--- config.mk ---
export PLATFORM = sky130hd
export DESIGN_NAME = pmc_mode_ctrl
export DESIGN_NICKNAME = d
export VERILOG_FILES = /design/src/pmc_access_gate.v /design/src/pmc_mode_ctrl.v
export VERILOG_INCLUDE_DIRS = /design/src
export SDC_FILE = /design/constraint.sdc
export NUM_CORES = 1
export LEC_CHECK = 0
export BUFFER_PORTS_ARGS = -buffer_cell sky130_fd_sc_hd__buf_2
export CORE_MARGIN = 4
export CORE_UTILIZATION = 45
export CTS_CLUSTER_DIAMETER = 40
export DETAILED_ROUTE_END_ITERATION = 8
export GPL_ROUTABILITY_DRIVEN = 0
export GPL_TIMING_DRIVEN = 0
export PLACE_DENSITY = 0.83
export SETUP_SLACK_MARGIN = 0.5
export SLEW_MARGIN = 20
export SYNTH_ARGS = -nofsm -noshare
export SYNTH_HDL_FRONTEND = slang
export SYNTH_SLANG_ARGS = --single-unit
--- constraint.sdc ---
create_clock -name mclk -period 2.1 [get_ports mclk]
set_clock_uncertainty 0.1 [all_clocks]
set_input_delay 0.42 -clock mclk [delete_from_list [all_inputs] [get_ports mclk]]
set_output_delay 0.42 -clock mclk [all_outputs]
set_load 0.005 [all_outputs]
--- src/pmc_regs.vh ---
`ifndef PMC_REGS_VH
`define PMC_REGS_VH

// ==========================================================
// Register byte offsets
`define PMC_AW 8
`define PMC_DW 32
`define PMC_OFS_MODE 8'h00
`define PMC_OFS_SAVED 8'h04
`define PMC_OFS_CFG 8'h08
`define PMC_OFS_URIGHTS 8'h0C
`define PMC_OFS_CL_LO 8'h10
`define PMC_OFS_CL_HI 8'h14
`define PMC_OFS_SUBMODE 8'h18
`define PMC_OFS_INT_STAT 8'h1C
`define PMC_OFS_INT_MASK 8'h20

// ==========================================================
// Mode flags: bit 1 super-system, bit 0 system
`define PMC_SSM_BIT 1
`define PMC_SM_BIT 0
`define PMC_MODE_USER 2'h0
`define PMC_MODE_SM_MASK 2'h1
`define PMC_MODE_RESET 2'h2
`define PMC_SUB_BOOT 2'h0
`define PMC_SUB_TEST 2'h1
`define PMC_SUB_CL 2'h2
`define PMC_SUB_RSVD 2'h3

// ==========================================================
// Fields and values
`define PMC_CFG_IRQ_SYS_BIT 0
`define PMC_CFG_RESET 1'h1
`define PMC_RIGHTS_W 16
`define PMC_RIGHTS_ALL 16'hFFFF
`define PMC_RIGHTS_RESET 16'h0000
`define PMC_CL_W 8
`define PMC_CL_RESET 8'h00
`define PMC_GROUP_W 4
`define PMC_ADDR_W 24
`define PMC_USER_ENTRY_ADDR 24'h800000
`define PMC_INT_W 3
`define PMC_INT_EXC 0
`define PMC_INT_UENT 1
`define PMC_INT_DENY 2
`define PMC_INT_RESET 3'h0
`define PMC_DENY_VALUE 32'h00000000
`define PMC_ZERO32 32'h00000000

`endif

--- src/pmc_access_gate.v ---
`timescale 1ns/100ps
`default_nettype none
`include "pmc_regs.vh"

module pmc_access_gate
(
  input wire [1:0] mode_flags,
  input wire [1:0] super_mode,
  input wire [`PMC_RIGHTS_W-1:0] user_rights,
  input wire [`PMC_CL_W-1:0] cl_rights_lo,
  input wire [`PMC_CL_W-1:0] cl_rights_hi,
  input wire [`PMC_GROUP_W-1:0] group,
  output wire allowed
);

  reg [`PMC_RIGHTS_W-1:0] rights;

  // ==========================================================
  // Rights vector by mode
  always @*
  begin
    if (mode_flags[`PMC_SSM_BIT])
    begin
      if (super_mode == `PMC_SUB_CL)
        rights = {cl_rights_hi, cl_rights_lo}; // [RULE16]
      else
        rights = `PMC_RIGHTS_ALL; // [RULE16]
    end
    else if (mode_flags[`PMC_SM_BIT])
      rights = `PMC_RIGHTS_ALL; // [RULE13]
    else
      rights = user_rights; // [RULE12]
  end

  assign allowed = rights[group]; // [RULE12]

endmodule // pmc_access_gate

`default_nettype wire

--- src/pmc_mode_ctrl.v ---
// Operation
// [RULE1] Two mode flags, super-system and system, are kept; both clear means user mode.
// [RULE2] With the super-system flag set the CPU is in boot, test or contactless mode.
// [RULE3] A system vector call sets the system flag.
// [RULE4] A system vector call is accepted only in user mode, otherwise it raises an exception.
// [RULE5] Every exception entry sets the system flag before its handler runs.
// [RULE6] System software chooses whether interrupts run in user or system mode.
// [RULE7] A return from interrupt restores the mode flags saved at entry.
// [RULE8] In user mode a return is legal only with user-mode interrupts and one active.
// [RULE9] A long, absolute or extended call to 0x800000 in system mode enters user mode.
// [RULE10] That user entry call pushes no return address, unlike a vector call.
// [RULE11] Direct writes can only clear the mode flags, never set them.
// [RULE12] In user or contactless mode a peripheral group is usable only if granted.
// [RULE13] System mode reaches all peripheral and system-management registers; here it cannot write the sub-mode register.
// [RULE14] Application software cannot enter boot, test or contactless mode.
// [RULE15] A forbidden register access is ignored and reads a fixed value.
// [RULE16] Boot, test and system see full rights; contactless uses two locked registers.
// [RULE17] Reset leaves the super-system flag set, in boot mode.
//
// Chosen here: register access over APB and the register addresses.
`timescale 1ns/100ps
`default_nettype none
`include "pmc_regs.vh"

module pmc_mode_ctrl
(
  input wire mclk,
  input wire resetn,
  input wire psel,
  input wire penable,
  input wire pwrite,
  input wire [`PMC_AW-1:0] paddr,
  input wire [`PMC_DW-1:0] pwdata,
  output reg [`PMC_DW-1:0] prdata,
  output reg pready,
  output reg pslverr,
  input wire core_system_vector_call_call,
  input wire core_exception,
  input wire core_irq_entry,
  input wire core_irq_active,
  input wire core_return_from_interrupt,
  input wire core_far_call,
  input wire [`PMC_ADDR_W-1:0] core_call_addr,
  input wire core_mode_wr,
  input wire [1:0] core_mode_wdata,
  input wire per_req,
  input wire [`PMC_GROUP_W-1:0] per_group,
  output reg per_grant,
  output reg per_deny,
  output reg [1:0] mode_flags,
  output reg [1:0] super_mode,
  output reg exc_raise,
  output reg push_return,
  output reg user_entry,
  output reg irq
);

  // ==========================================================
  // Mode decode helpers
  function f_is_user;
    input [1:0] m;
    begin
      f_is_user = (m == `PMC_MODE_USER); // [RULE1]
    end
  endfunction

  function f_is_system;
    input [1:0] m;
    begin
      f_is_system = m[`PMC_SM_BIT] & ~m[`PMC_SSM_BIT];
    end
  endfunction

  function f_is_super;
    input [1:0] m;
    begin
      f_is_super = m[`PMC_SSM_BIT];
    end
  endfunction

  // ==========================================================
  // State
  reg [1:0] saved_mode;
  reg irq_in_system;
  reg [`PMC_RIGHTS_W-1:0] user_rights;
  reg [`PMC_CL_W-1:0] cl_rights_lo;
  reg [`PMC_CL_W-1:0] cl_rights_hi;
  reg [`PMC_INT_W-1:0] int_status;
  reg [`PMC_INT_W-1:0] int_mask;

  reg [1:0] next_mode;
  reg [1:0] next_saved;
  reg next_exc;
  reg next_push;
  reg next_uent;
  reg violation;

  wire per_allowed;
  wire apb_setup_access;
  wire apb_commit;
  wire apb_wr;
  reg addr_ok;
  reg priv_ok;
  reg [`PMC_DW-1:0] rd_value;
  wire in_user;
  wire in_cl;
  wire in_super;

  assign in_user = f_is_user(mode_flags);
  assign in_super = f_is_super(mode_flags);
  assign in_cl = in_super & (super_mode == `PMC_SUB_CL);

  // Access phase before the answer; commit is the cycle pready is high
  assign apb_setup_access = psel & penable & ~pready;
  assign apb_commit = psel & penable & pready;
  assign apb_wr = apb_commit & pwrite & addr_ok & priv_ok;

  // ==========================================================
  // Peripheral rights
  pmc_access_gate u_gate
  (
    .mode_flags(mode_flags),
    .super_mode(super_mode),
    .user_rights(user_rights),
    .cl_rights_lo(cl_rights_lo),
    .cl_rights_hi(cl_rights_hi),
    .group(per_group),
    .allowed(per_allowed)
  );

  // ==========================================================
  // Address decode and privilege check
  always @*
  begin
    addr_ok = 1'b1;
    priv_ok = ~in_user; // [RULE13]
    case (paddr)
      `PMC_OFS_MODE: priv_ok = 1'b1;
      `PMC_OFS_SAVED: priv_ok = ~in_user;
      `PMC_OFS_CFG: priv_ok = ~in_user;
      `PMC_OFS_URIGHTS: priv_ok = ~in_user;
      `PMC_OFS_CL_LO: priv_ok = ~in_user & ~(in_cl & pwrite); // [RULE16]
      `PMC_OFS_CL_HI: priv_ok = ~in_user & ~(in_cl & pwrite); // [RULE16]
      `PMC_OFS_SUBMODE: priv_ok = in_super | ~pwrite; // [RULE14]
      `PMC_OFS_INT_STAT: priv_ok = ~in_user;
      `PMC_OFS_INT_MASK: priv_ok = ~in_user;
      default: addr_ok = 1'b0;
    endcase
  end

  // ==========================================================
  // Read mux
  always @*
  begin
    rd_value = `PMC_ZERO32;
    case (paddr)
      `PMC_OFS_MODE: rd_value[1:0] = mode_flags;
      `PMC_OFS_SAVED: rd_value[1:0] = saved_mode;
      `PMC_OFS_CFG: rd_value[`PMC_CFG_IRQ_SYS_BIT] = irq_in_system;
      `PMC_OFS_URIGHTS: rd_value[`PMC_RIGHTS_W-1:0] = user_rights;
      `PMC_OFS_CL_LO: rd_value[`PMC_CL_W-1:0] = cl_rights_lo;
      `PMC_OFS_CL_HI: rd_value[`PMC_CL_W-1:0] = cl_rights_hi;
      `PMC_OFS_SUBMODE: rd_value[1:0] = super_mode;
      `PMC_OFS_INT_STAT: rd_value[`PMC_INT_W-1:0] = int_status;
      `PMC_OFS_INT_MASK: rd_value[`PMC_INT_W-1:0] = int_mask;
      default: rd_value = `PMC_ZERO32;
    endcase
    // A fixed value on denial keeps register contents from leaking to user code
    if (~priv_ok)
      rd_value = `PMC_DENY_VALUE; // [RULE15]
  end

  // ==========================================================
  // Mode transitions
  // One core event per cycle is expected; the chain gives exceptions
  // priority so a handler entry is never lost behind a lesser event.
  always @*
  begin
    next_mode = mode_flags;
    next_saved = saved_mode;
    next_exc = 1'b0;
    next_push = 1'b0;
    next_uent = 1'b0;
    violation = 1'b0;
    if (core_exception)
    begin
      next_saved = mode_flags;
      next_mode = mode_flags | `PMC_MODE_SM_MASK; // [RULE5]
    end
    else if (core_irq_entry)
    begin
      next_saved = mode_flags;
      if (irq_in_system)
        next_mode = mode_flags | `PMC_MODE_SM_MASK; // [RULE6]
    end
    else if (core_system_vector_call_call)
    begin
      if (in_user) // [RULE4]
      begin
        next_saved = mode_flags;
        next_mode = mode_flags | `PMC_MODE_SM_MASK; // [RULE3]
        next_push = 1'b1;
      end
      else
        violation = 1'b1; // [RULE4]
    end
    else if (core_return_from_interrupt)
    begin
      if (in_user & ~(~irq_in_system & core_irq_active))
        violation = 1'b1; // [RULE8]
      else
        next_mode = saved_mode; // [RULE7]
    end
    else if (core_far_call & (core_call_addr == `PMC_USER_ENTRY_ADDR)
             & f_is_system(mode_flags))
    begin
      next_mode = `PMC_MODE_USER; // [RULE9]
      next_uent = 1'b1; // [RULE10]
    end
    else if (core_mode_wr)
      next_mode = mode_flags & core_mode_wdata; // [RULE11]
    else if (apb_wr & (paddr == `PMC_OFS_MODE))
      next_mode = mode_flags & pwdata[1:0]; // [RULE11]
    if (violation)
    begin
      next_saved = mode_flags;
      next_mode = mode_flags | `PMC_MODE_SM_MASK; // [RULE5]
      next_exc = 1'b1;
    end
  end

  // ==========================================================
  // Registers
  always @(posedge mclk)
  begin
    if (!resetn)
    begin
      mode_flags <= `PMC_MODE_RESET; // [RULE17]
      super_mode <= `PMC_SUB_BOOT; // [RULE2]
      saved_mode <= `PMC_MODE_RESET;
      exc_raise <= 1'b0;
      push_return <= 1'b0;
      user_entry <= 1'b0;
      irq_in_system <= `PMC_CFG_RESET;
      user_rights <= `PMC_RIGHTS_RESET;
      cl_rights_lo <= `PMC_CL_RESET;
      cl_rights_hi <= `PMC_CL_RESET;
      int_status <= `PMC_INT_RESET;
      int_mask <= `PMC_INT_RESET;
      per_grant <= 1'b0;
      per_deny <= 1'b0;
      pready <= 1'b0;
      pslverr <= 1'b0;
      prdata <= `PMC_ZERO32;
      irq <= 1'b0;
    end
    else
    begin
      mode_flags <= next_mode; // [RULE1]
      saved_mode <= next_saved;
      exc_raise <= next_exc;
      push_return <= next_push; // [RULE10]
      user_entry <= next_uent;
      per_grant <= per_req & per_allowed; // [RULE12]
      per_deny <= per_req & ~per_allowed;
      pready <= apb_setup_access;
      pslverr <= apb_setup_access & ~addr_ok;
      prdata <= apb_setup_access ? rd_value : `PMC_ZERO32;
      if (apb_wr)
      begin
        case (paddr)
          `PMC_OFS_CFG: irq_in_system <= pwdata[`PMC_CFG_IRQ_SYS_BIT]; // [RULE6]
          `PMC_OFS_URIGHTS: user_rights <= pwdata[`PMC_RIGHTS_W-1:0];
          `PMC_OFS_CL_LO: cl_rights_lo <= pwdata[`PMC_CL_W-1:0]; // [RULE16]
          `PMC_OFS_CL_HI: cl_rights_hi <= pwdata[`PMC_CL_W-1:0]; // [RULE16]
          `PMC_OFS_SUBMODE:
          begin
            // Only firmware already in a super mode may pick the sub-mode
            if (pwdata[1:0] != `PMC_SUB_RSVD)
              super_mode <= pwdata[1:0]; // [RULE14]
          end
          `PMC_OFS_INT_MASK: int_mask <= pwdata[`PMC_INT_W-1:0];
          default: super_mode <= super_mode;
        endcase
      end
      // Set wins over a write-one clear in the same cycle
      int_status <= (int_status
                     & ~((apb_wr & (paddr == `PMC_OFS_INT_STAT))
                         ? pwdata[`PMC_INT_W-1:0] : `PMC_INT_RESET))
                    | {(per_req & ~per_allowed)
                       | (apb_commit & addr_ok & ~priv_ok),
                       next_uent, next_exc};
      irq <= |(int_status & int_mask);
    end
  end

endmodule // pmc_mode_ctrl

`default_nettype wire

Word level (Yosys, flattened, before mapping). Cells that the tools add are included.

Input bits: 83. Output and inout bits: 44. Logic and storage cells: 144. Register bits: 85.

Multiplexer cells: 41. Bitwise logic cells: 44. Reduce and logical (&&, ||, !) cells: 22. Eq/ne operators: 15. Magnitude comparators: 1.

Operator list (count): 16-bit two-way mux (3); 8-bit by 5-bit == test with 1-bit output, second input constant (4); 24-bit == test, second input constant (1); 2-bit two-way mux (12); 1-bit bitwise AND (21); 1-bit two-way mux (19); 8-bit by 4-bit == test with 1-bit output, second input constant (2); 1-bit NOT (15); 5-bit one-hot mux with 3 select lines (1); 2-bit AND reduction (7); 4-bit nonzero test (3); 1-bit one-hot mux with 9 select lines (1); 9-bit OR reduction (1); 8-bit by 3-bit == test with 1-bit output, second input constant (1); 8-bit by 6-bit == test with 1-bit output, second input constant (1); 8-bit zero test (1); 1-bit one-hot mux with 8 select lines (1); 4-bit AND reduction (2); 8-bit nonzero test (1); 3-bit bitwise AND (2); 6-bit != test, second input constant (1); 3-bit AND reduction (2); 6-bit AND reduction (1); 4-bit by 5-bit less-than comparator with 1-bit output, second input constant (1); 16 further kinds (19).

Longest topological paths before layout.
Depth in word-level cells: 16. Gate-level depth with buffers: 8. Depth with buffers taken out: 6.

Cells and area by module. From an unflattened synthesis, not the netlist that was laid out.

Cells, all modules: 367. Area total of the unflattened synthesis: 3490.8 µm².

Modules (own cells, without submodules): pmc_mode_ctrl (cells each 344, area an instance 3181.8 µm², times used 1, seq. area each 1381.3 µm²); pmc_access_gate (cells each 23, area an instance 309.0 µm², times used 1, seq. area each 0.0 µm²).

Worst setup path before layout. OpenSTA, ideal clock, no wires.

Path kind: input to register. Start: in paddr[2]. End: reg cl_rights_lo[0]. Slack: -34 ps. Stages on the path: 8. Data required time: 1926 ps. Setup time: 74 ps. Path buffers: 2. Data arrival time: 1959 ps. Path through: buf_4 > nor4b_4 > a21o_1 > a31oi_2 > o211ai_1 > buf_2 > nand3_1 > o21ai_0.

Cells in the longest elaborated chain, start to end: 6. Elaborated cells on any way between the ends: 16. Classes of those cells: eq/ne: 8; mux: 2; bitwise: 2; reduce/logical: 4.

RTL lines: start, declared (RTL line pmc_mode_ctrl.v:32) `` input wire [`PMC_AW-1:0] paddr, ``; 8-bit by 5-bit == test with 1-bit output, or another cell as far along (RTL line pmc_mode_ctrl.v:137) `case (paddr)`; 9-bit OR reduction (no line); 1-bit two-way mux (RTL line pmc_mode_ctrl.v:137); 1-bit bitwise AND (2 in series) (RTL line pmc_mode_ctrl.v:116) `assign apb_wr = apb_commit & pwrite & addr_ok & priv_ok;`; 2-bit AND reduction (no line) (*); end signal, assigned (RTL line pmc_mode_ctrl.v:246) `` cl_rights_lo <= `PMC_CL_RESET; ``; end signal, assigned (RTL line pmc_mode_ctrl.v:274) `` `PMC_OFS_CL_LO: cl_rights_lo <= pwdata[`PMC_CL_W-1:0]; ``; end, declared (RTL line pmc_mode_ctrl.v:86) `` reg [`PMC_CL_W-1:0] cl_rights_lo; ``.

Every way passes the cells marked *; elsewhere a longest branch is shown, timed or not. A chain may end at the register's enable or synchronous reset.

Worst setup path in the final report.
Start: in paddr[3]. End: reg cl_rights_lo[0].

The elaborated chain is that of the path after synthesis.

==> metrics.cfg <==
[detailed_routing]
dr.pass1.iters = 6
wl_per_cell_microns = 18.5
drc = 0
viasPerCell = 5.93
drt_iter0_drc = 335
drt-total-wl_microns = 11900
detail-route-antenna-nets = 0
vias = 3809

[pwr]
ir_drop_mv = 0.346
sw_frac_of_total_pct = 26.0
p_per_area_mw_per_mm2 = 556
pwr-share-clk_pct = 40.8
power.switching_w = 0.000729
pwr-share-comb_pct = 11.9
internal_power_w = 0.00208
leakage_nw = 2.04
seqPwrFrac_pct = 47.3

[layout]
stdcell_count = 642
diodes = 0
finalNetCount = 621
nFillCells = 564
final_core_util_pct = 69.2
syn_to_final_growth_pct = 48.6
layout-drive-gt1-share_pct = 44.4

[setup_path]
crit_slowest_cell = nor4_2
critical_path_required_ps = 2230
path_delay_family = simple AND/OR/NAND/NOR gates
start_kind = primary input
path_class = primary input to flip-flop
endpoint_kind = flip-flop
worstPathCellList = buf_2 -> nor4_2 -> and2_1 -> clkbuf_2 -> o211ai_1 -> buf_4 -> nand3_1 -> o21ai_0
cpPeakStageDelay_ps = 460
worstPathArrival_ps = 2120
cp_max_fo = 10
cp.buffers_inverters = 3

[cts]
ctsHoldBuffers = 0
cts_tree = built
cts_buffer_depth = 2
clock_tree.root_cell = clkbuf_8
clock-sinks = 69
clkLatencyLatePin_ps = 350
htreeDepth = 3
cts-buffers-inserted = 9
cts.reportedPaths.clkPinSlew_ps = 80

[logic_synthesis]
synth_cells = 398
yosysWarnings = 0
synth_seq_cells = 69
syn_area_per_cell_sq_um = 8.54
synth_top_area_cell = dfxtp_1
seq_area_frac_synth_pct = 40.7
yosysMostFrequentCell = dfxtp_1
synthTopCellsByArea = dfxtp_1 (41%), mux2i_1 (7.1%), o21ai_0 (4.7%)
synth_edf_count = 0
synth_commonest_cells = dfxtp_1 (69), nand2_1 (41), o21ai_0 (32)
syn-cell-area_sq_mm = 0.00340
synth-async-reset-ratio_pct = 0
synth_top_area_share_pct = 40.7
yosysUniqueCellTypes = 55
ys.flop_type = dfxtp_1

[timing]
rsz0062_at_grt = yes
setup_viol = 0
slew_violations = 0
relSlewSlack_pct = 53.7
fin_crit_sh_pct = 95.0
period_minus_slack_ps = 1990
max_freq_mhz = 501
fin_setup_tns_ps = 0
tightest_slew_ps = 694
finalHoldViolCount = 0

[placed_design]
hpwlAfterDp_microns = 7710
io_buffers = 90
post-place-cells = 602

[die]
core_sq_mm = 0.00729
die_x_microns = 94.9
rows = 31
dieArea_sq_mm = 0.00900
start_util_pct = 46.6
pin_count = 127
die_h_microns = 94.9

[global_routing]
globalRouteOverflowTotal = 0
grt_max_degree = 13
grt_pass1_vias = 3621
grt_pass1_wl_microns = 17700
gr-usage-all-layers_pct = 25.4
antenna_found_initial = 0

[run_status]
status = complete, no violations

[flow_run]
cap_violations = 0

[min_path]
min_path_type = primary input to flip-flop

-- metal layers --
metal	vias to the layer above	GRT usage, %	wire, microns
met4	0	11.5	578
met1	1757	30.0	4230
met2	264	44.5	5870
met3	66	4.54	1180
li1	1722	-	-
met5	-	0	0
-- power by group through the flow --
stage | logic, W | clock network, W | registers, W
global placement | 0.000269 | 0 | 0.00136
CTS | 0.000309 | 0.00114 | 0.00133
detailed placement | 0.000275 | 0 | 0.00136
floorplan | 0.000159 | 0 | 0.00136
global route | 0.000359 | 0.00119 | 0.00133
finish | 0.000334 | 0.00115 | 0.00133
-- placed cells by master (no fill, tap or decap), types with 6 or more instances in the layout --
cell type and count:
clkbuf_8 15, a21oi_1 12, o21ai_1 18, nor4_1 6, buf_2 91, clkbuf_1 7
mux2i_1 24, conb_1 16, o21ai_2 10, nand3_1 7, nand3_2 18, dfxtp_1 65
nand2_1 41, inv_1 8, buf_4 35, nor2_1 17, and2_1 8, buf_6 7
nor3_1 10, a222oi_1 8
-- sequential cells by signal (all words and copies together) (netlist names), 3 cells and up --
name / flops
prdata: 16
user_rights: 16
cl_rights_hi: 8
cl_rights_lo: 8
int_mask: 3
int_status: 3
-- stage by stage --
stage                     hold slack (ps)  power [W]  area [sq um]  worst slack (ps)
after global placement                361    0.00163          4240              -395
after CTS                             197    0.00277          4880               127
after floorplan                       341    0.00151          3670              53.9
after global routing                  219    0.00288          5050             -6.09
final                                 199    0.00281          5050               106
after detailed placement              371    0.00163          4240              -443
-- layout make-up --
cell class / instances / area (sq um) / area share (%)
sequential: 69 / 1390 / 27.5
clock inverter: 5 / 58.8 / 1.16
inverter: 8 / 30.0 / 0.595
timing repair buffer: 114 / 669 / 13.3
multi-input combinational: 294 / 2220 / 44.1
clock buffer: 11 / 151 / 3.00
buffer: 42 / 402 / 7.96
tap: 99 / 124 / 2.45
-- path summary, 6_finish.rpt --
kind / start / endpoint / slack [ps] / depth (start not counted)
setup / recovery: paddr[3] / cl_rights_lo[0] / 110 / 8
hold / removal: pwdata[12] / user_rights[12] / 200 / 3
setup reg to reg: mode_flags[1] / per_deny / 120 / 7
hold reg to reg: saved_mode[0] / saved_mode[0] / 390 / 2
-- worst min-delay path, cell delays in order --
cell and delay (ps):
buf_2 100, nand2_1 50, o21ai_1 50
-- logic make-up after synthesis --
| logic type | count (synthesis) | synth area share, % |
|---|---|---|
| AO/OA/AOI/OAI | 92 | 18.5 |
| buffers and inverters | 50 | 7.66 |
| flip-flops | 69 | 40.7 |
| multiplexers | 24 | 7.07 |
| other | 1 | 0.110 |
| AND/OR/NAND/NOR | 162 | 26.0 |
-- what timing repair did --
action                                  in CTS  in global routing
gates resized for setup                     56                 32
buffers inserted                            20                  1
pin swaps                                   24                 19
cloned                                       2                  1
endpoints found under the setup margin      65                 65
(Power assumes the default switching activity.)
